===== src/verilog/status_cksum_cfg.svh =====
`ifndef STATUS_CKSUM_CFG_SVH
`define STATUS_CKSUM_CFG_SVH

// ----------------------------------------
// offsets and reset values
// ----------------------------------------
`define STATE_FLAGS_OFFSET 8'h7a
`define STATE_FLAGS_RESET 8'h80
`define CHECKSUM_OFFSET 8'h7e
`define CHECKSUM_RESET 8'h00

// ----------------------------------------
// field positions
// ----------------------------------------
`define MODE_FIELD_HI 7
`define MODE_FIELD_LO 5
`define LOOP_BIT 4
`define BIAS_BIT 3
`define BOOST_BIT 2
`define SOME_FAULT_BIT 1
`define ALL_FAULT_BIT 0

// ----------------------------------------
// mode codes
// ----------------------------------------
`define MODE_SLEEP 3'h4
`define MODE_IDLE 3'h6
`define MODE_RUN 3'h7

`endif


===== src/verilog/status_cksum_pkg.sv =====
package status_cksum_pkg;

    typedef enum logic [2:0] {
        MODE_SLEEP_E = 3'h4,
        MODE_IDLE_E = 3'h6,
        MODE_RUN_E = 3'h7
    } op_mode_e;

    typedef struct packed {
        logic active;
        logic channel_on;
        logic loop_on;
        logic bias_on;
        logic boost_on;
        logic some_fault;
        logic all_fault;
    } dev_state_s;

    typedef struct packed {
        logic wr;
        logic rd;
        logic [6:0] page;
        logic [7:0] addr;
        logic [7:0] data;
    } reg_access_s;

endpackage : status_cksum_pkg


===== src/verilog/status_cksum_regs.sv =====
`timescale 1ns/1ps
`include "status_cksum_cfg.svh"

module status_cksum_regs
    import status_cksum_pkg::*;
#(
    parameter int DATA_W = 8
) (
    input wire logic ref_clk_in,
    input wire logic rst_in,
    input wire logic clk_en_in,
    input wire dev_state_s state_in,
    input wire reg_access_s access_in,
    output logic [7:0] rd_data_out,
    output logic rd_hit_out,
    output logic [7:0] checksum_out,
    output logic [7:0] state_flags_out
);

    initial begin
        if (DATA_W != 8) begin
            $error("only 8-bit register data supported");
        end
    end

    // ----------------------------------------
    // address decode
    // ----------------------------------------
    function automatic logic addr_is(input logic [7:0] a, input logic [7:0] off);
        addr_is = (a == off);
    endfunction : addr_is

    wire logic hit_flags;
    wire logic hit_cksum;
    assign hit_flags = addr_is(access_in.addr, `STATE_FLAGS_OFFSET);
    assign hit_cksum = addr_is(access_in.addr, `CHECKSUM_OFFSET);

    // ----------------------------------------
    // live status assembly
    // ----------------------------------------
    wire logic [2:0] mode_code;
    mode_encoder u_mode (
        .active_in(state_in.active),
        .channel_on_in(state_in.channel_on),
        .mode_out(mode_code)
    );

    logic [7:0] flags_next;
    logic [7:0] flags_reg;
    always_comb begin
        flags_next = 8'h00;
        flags_next[`MODE_FIELD_HI:`MODE_FIELD_LO] = mode_code;
        flags_next[`LOOP_BIT] = state_in.loop_on;
        flags_next[`BIAS_BIT] = state_in.bias_on;
        flags_next[`BOOST_BIT] = state_in.boost_on;
        flags_next[`SOME_FAULT_BIT] = state_in.some_fault;
        flags_next[`ALL_FAULT_BIT] = state_in.all_fault;
    end

    always_ff @(posedge ref_clk_in or posedge rst_in) begin
        if (rst_in) begin
            flags_reg <= `STATE_FLAGS_RESET;
        end else if (clk_en_in) begin
            flags_reg <= flags_next;
        end
    end

    // ----------------------------------------
    // write checksum
    // ----------------------------------------
    logic [7:0] cksum_reg;
    logic [7:0] cksum_next;
    wire logic [7:0] cksum_sum;
    assign cksum_sum = cksum_reg + access_in.data;
    always_comb begin
        cksum_next = cksum_reg;
        if (access_in.wr && hit_cksum) begin
            cksum_next = access_in.data;
        end else if (access_in.wr) begin
            cksum_next = cksum_sum;
        end
    end

    always_ff @(posedge ref_clk_in or posedge rst_in) begin
        if (rst_in) begin
            cksum_reg <= `CHECKSUM_RESET;
        end else if (clk_en_in) begin
            cksum_reg <= cksum_next;
        end
    end

    // ----------------------------------------
    // read data
    // ----------------------------------------
    logic [7:0] rd_data_reg;
    logic rd_hit_reg;
    wire logic [7:0] rd_sel;
    assign rd_sel = hit_flags ? flags_reg : (hit_cksum ? cksum_reg : 8'h00);

    always_ff @(posedge ref_clk_in or posedge rst_in) begin
        if (rst_in) begin
            rd_data_reg <= 8'h00;
            rd_hit_reg <= 1'b0;
        end else if (clk_en_in) begin
            rd_data_reg <= access_in.rd ? rd_sel : rd_data_reg;
            rd_hit_reg <= access_in.rd && (hit_flags || hit_cksum);
        end
    end

    assign rd_data_out = rd_data_reg;
    assign rd_hit_out = rd_hit_reg;
    assign checksum_out = cksum_reg;
    assign state_flags_out = flags_reg;

endmodule : status_cksum_regs


===== src/verilog/mode_encoder.sv =====
`timescale 1ns/1ps
`include "status_cksum_cfg.svh"

module mode_encoder
    import status_cksum_pkg::*;
(
    input wire logic active_in,
    input wire logic channel_on_in,
    output logic [2:0] mode_out
);

    // ----------------------------------------
    // mode code selection
    // ----------------------------------------
    wire logic [2:0] active_code;
    assign active_code = channel_on_in ? `MODE_RUN : `MODE_IDLE;
    assign mode_out = active_in ? active_code : `MODE_SLEEP;

endmodule : mode_encoder


===== config.mk =====
export PLATFORM = sky130hd
export DESIGN_NAME = status_cksum_regs
export DESIGN_NICKNAME = d
export VERILOG_FILES = /design/src/verilog/status_cksum_pkg.sv /design/src/verilog/status_cksum_regs.sv /design/src/verilog/mode_encoder.sv
export VERILOG_INCLUDE_DIRS = /design/src /design/src/verilog
export SDC_FILE = /design/constraint.sdc
export NUM_CORES = 1
export LEC_CHECK = 0
export ABC_AREA = 1
export BUFFER_PORTS_ARGS = -buffer_cell sky130_fd_sc_hd__buf_2
export CAP_MARGIN = 5
export CORE_MARGIN = 2
export CORE_UTILIZATION = 48
export CTS_CLUSTER_SIZE = 25
export DETAILED_ROUTE_END_ITERATION = 10
export GPL_ROUTABILITY_DRIVEN = 0
export HOLD_SLACK_MARGIN = 0.06
export PLACE_DENSITY = 0.79
export SYNTH_ARGS = -nofsm -noshare
export SYNTH_HDL_FRONTEND = slang
export SYNTH_SLANG_ARGS = --single-unit

===== constraint.sdc =====
create_clock -name ref_clk_in -period 1.91 [get_ports ref_clk_in]
set_input_delay 0.382 -clock ref_clk_in [delete_from_list [all_inputs] [get_ports ref_clk_in]]
set_output_delay 0.382 -clock ref_clk_in [all_outputs]
set_load 0.005 [all_outputs]

# Word-level counts from Yosys, hierarchy flattened
# Cells that the tools add are included.
dict set report totals {
  input_bits 35
  out_inout_bits 25
  regBits 25
  elab_cells 19
}
dict set report classes {
  n_eq_ne 2
  addsub 1
  n_reduce_logical 6
  n_mux 6
}
# operator count
set ops {}
lappend ops {{$mux W8} 4}
lappend ops {{$eq A8 B7 Y1 const B} 2}
lappend ops {{$add A8 B8 Y8} 1}
lappend ops {{$reduce_and A2 Y1} 2}
lappend ops {{$mux W3} 1}
lappend ops {{$logic_and A1 B1 Y1} 2}
lappend ops {{$reduce_bool A2 Y1} 1}
lappend ops {{$logic_or A1 B1 Y1} 1}
lappend ops {{$mux W1} 1}

# Depth between registers and ports, before layout
dict set report depth {
  depth_word 4
  mapped_depth 12
  depth_no_buf 12
}

# Hierarchy
# A second synthesis with hierarchy kept.
dict set report unflattened {
  cells_unflattened 201
  hier_area_um2 1567.8
}
# module area_per_inst_um2 instances seq_area_each_um2 cells_each
set by_module_without_submodules {}
lappend by_module_without_submodules {status_cksum_regs 1541.5 1 626.9 196}
lappend by_module_without_submodules {mode_encoder 26.3 1 0.0 5}

# Worst setup path after synthesis
# OpenSTA, ideal clock, no wires.
dict set report synth_timing {
  path_kind {register to register}
  startpoint {register cksum_reg[0] (netlist: checksum_out[0])}
  endpoint {register cksum_reg[4] (netlist: checksum_out[4])}
  synth_period_minus_slack_ns 1.565
  n_path_buf 0
  stages_incl_launch_ff 12
  required_time_ns 1.794
  path_slack_ns 0.345
  setup_time_ns 0.116
  arrival_ns 1.448
  cell_sequence {dfrtp_1 -> ha_1 -> inv_1 -> fa_1 -> inv_1 -> nand2_1 -> nand2_1 -> nand2_1 -> xor2_1 -> nand2_1 -> nand2_1 -> nand2_1}
}
dict set report synth_between {
  elab_chain_len 3
}
# item line_no
set synth_lines {}
lappend synth_lines {{from (decl)} status_cksum_regs.sv:71} ;# logic [7:0] cksum_reg;
lappend synth_lines {{from (signal assigned)} status_cksum_regs.sv:86} ;# cksum_reg <= `CHECKSUM_RESET;
lappend synth_lines {{from (signal assigned)} status_cksum_regs.sv:88} ;# cksum_reg <= cksum_next;
lappend synth_lines {{$add A8 B8 Y8} status_cksum_regs.sv:74} ;# assign cksum_sum = cksum_reg + access_in.data;
lappend synth_lines {{$mux W8} status_cksum_regs.sv:79} ;# end else if (access_in.wr) begin
lappend synth_lines {{$mux W8} status_cksum_regs.sv:77} ;# if (access_in.wr && hit_cksum) begin
# Every way passes these cells. The select of a mux whose other input is x is not followed.
# A chain may end at the register's enable or synchronous reset.

# Worst setup path in the final report
# Ends and elaborated chain as after synthesis.

==> key figures <==
Status
  • Outcome: finished clean

Timing
  • RSZ-0062 raised after global routing: no
  • Period utilization: 0.884
  • Final Max Slew Viols: 0
  • Max Freq: 593 MHz
  • Final Hold Vio Count: 0
  • Clock period minus worst slack: 1.69 ns
  • Hold_ws: 0.0599 ns
  • Final setup fails: 0
  • Clock skew: 0.00376 ns
  • Setup tns final: 0 ns

Critical path
  • Critical path depth: 11
  • WP data arrival: 1.93 ns
  • Startpoint types: flop
  • WS Path Type: flop to flop
  • Most frequent cell on the critical path: nand2_1
  • Reg-to-reg endpoint: checksum_out[4]
  • Endpoint type of the worst setup path: flop
  • CP bufs+invs: 2
  • Worst Path Required: 2.15 ns
  • Crit path max-delay cell type: dfrtp_1
  • Internal reg-to-reg setup slack: 0.22 ns
  • Critical Path Fanout Max: 4
  • Worst r2r src: checksum_out[0]
  • Worst-path cell chain: ha_1 > inv_1 > fa_1 > inv_1 > nand2_1 > nand2_1 > nand2_1 > xor2_1 > nand2_1 > nand2_1 > nand2_1
  • Critical Path Max Stage Delay: 0.42 ns
  • Cell family with most CP delay: adder cells
  • Worst reg2reg path depth: 11

Floorplan
  • Die Wd: 60.1 µm
  • Num rows: 20
  • # IOs: 60
  • Core ar.: 3030 µm²
  • Initial Util: 0.500
  • Die Ht: 60.1 µm
  • Die ar.: 3620 µm²

Clocking
  • Cts bufs inserted: 3
  • Clock Tree Buf Depth: 2
  • Clock Tree Root: clkbuf_4
  • TritonCTS clock tree: built
  • Num Clock Sinks: 24
  • Worst-skew pair later-pin latency: 0.33 ns
  • Post-CTS Resized: 0
  • Hold-fix buffers, CTS: 0
  • Post-CTS Setup Bufs: 0
  • H-tree depth reported by CTS: 1
  • Reg clk slew, reported paths: 0.14 ns

Drt
  • Via count: 1410
  • DRT Wirelength: 3360 µm
  • Routed Antenna Nets: 0
  • DR vias/cell: 4.90
  • Starting DRT DRC Count: 53
  • Drc violations: 0
  • Average wire per standard cell: 11.7 µm
  • DR pass1 iterations: 4

Min path
  • Worst min path class: input port to async pin

Place
  • Area after DPL: 1820 µm²
  • Inst Count DP: 284
  • DP Wirelength: 2550 µm
  • PortBufs: 51

Global routing
  • Vias in the first global route: 1327
  • Initial antenna violation count: 0
  • Global route total overflow: 0
  • Global-route wire length before repair: 5590 µm
  • Largest net degree at the start of global routing: 25
  • GRT Util Overall: 0.205

Synthesis
  • Cell Area, Synth: 1510 µm²
  • Synth Area in Simple Gates: 0.310
  • Synth cell types: 26
  • Synth top area share: 0.397
  • #FFs+latches synth: 24
  • Synth Area in Adders: 0.0711
  • Post-Syn Instances: 190
  • Main combinational cell family by area after synthesis: simple AND/OR/NAND/NOR gates
  • Sequential area share after synthesis: 0.397
  • Post-synthesis mux area share: 0.0372
  • Post-Synthesis Net Count: 233
  • XOR/XNOR share of the synthesized area: 0.0232
  • Avg Inst Size Synth: 7.96 µm²
  • Synth area leaders: dfrtp_1 (40%), nand2_1 (13%), inv_1 (6.5%)
  • YS warnings: 0
  • Compound-cell area share of the yosys netlist: 0.0786
  • Area leader, netlist: dfrtp_1

Cells and area
  • Commonest non-fill, non-tap cells in the layout: nand2_1 (53), buf_2 (51), inv_1 (26), dfrtp_1 (24), nor2_1 (12)
  • Most common cell after layout, fill and taps aside: nand2_1
  • Final nets: 288
  • Post-layout instance area: 1870 µm²
  • Sequential cell area: 601 µm²
  • Share of cells above drive strength 1: 0.295
  • Layout area overhead: 23.9%
  • Ant diodes: 0
  • # fillers: 300
  • Finished Layout Cells: 288
  • Multi-input gate area: 791 µm²

Power and ir drop
  • LEAKAGE: 0.00107 µW
  • Pwr dens: 1020 nW/µm²
  • Maximum vdd ir drop: 0.000616 V

Flow run
  • Total of max-cap violations: 0
metrics by stage:
stage          total power, µW  worst slack (ns)   util
4_1_cts                   1910             0.226  0.619
6_report                  1910             0.222  0.619
2_1_floorplan             1270             0.345      -
3_3_place_gp              1510             0.173  0.602
3_5_place_dp              1530             0.176  0.602
5_1_grt                   2070            0.0655  0.619
where the power goes:
part	internal [µW]	leakage (µW)	switching (µW)
combinational	366	0.000748	429
clock	212	0.0000279	170
sequential	613	0.000295	116
per-layer routing:
metal	GRT usage	wire [µm]
met1	0.271	1580
met2	0.346	1570
met3	0.0216	155
met4	0.0730	60
met5	0	0
area by class of cell:
type	count	area share
clock buffer	3	0.0120
clock inverter	1	0.0160
inverter	26	0.0521
multi-input combinational	136	0.422
sequential	24	0.320
tap	44	0.0294
timing repair buffer	54	0.148
cells in the mapped netlist:
cell type and count:
nand2_1 53, inv_1 26, dfrtp_1 24, nor2_1 12, nand3_1 11, o21ai_0 9, a31oi_1 7, ha_1 7
nand4_1 7, mux2_2 5, a21oi_1 4, nand3b_1 3, xor2_1 3, buf_4 2, nand2_2 2, nand2_4 2
nor2_8 2, o21ai_1 2, or2_2 2, buf_1 1, buf_2 1, conb_1 1, fa_1 1, nand3_2 1
or2_0 1, xnor2_1 1
worst max-delay path by stage:
stage               slack [ns]         endpoint             from
global route              0.07  checksum_out[4]  checksum_out[0]
CTS                       0.23  checksum_out[4]  checksum_out[0]
detailed placement        0.18  checksum_out[4]     access_in[0]
floorplan                 0.35  checksum_out[4]  checksum_out[0]
finish                    0.22  checksum_out[4]  checksum_out[0]
global placement          0.17  checksum_out[4]     access_in[0]
flip-flops by register name, indices dropped and copies added, names as in the netlist:
| signal | cells |
|---|---|
| rd_hit_out | 1 |
| rd_data_out | 8 |
| state_flags_out | 7 |
| checksum_out | 8 |
logic make-up after synthesis:
family,after synthesis
other,1
DFF,24
muxes,5
xor gates and xnor gates,4
adders and majority gates,8
and+or+nand+nor,96
AOI/OAI and AO/OA,22
buffers and inverters,30
worst reg2reg max path, delay by kind of cell, from the launching register on:
kind | cells | cell delay [ns]
fa+ha+maj | 2 | 0.57
flops | 1 | 0.42
simple gates | 6 | 0.37
xor+xnor | 1 | 0.13
buf+inv | 2 | 0.12
(Power assumes the default switching activity.)
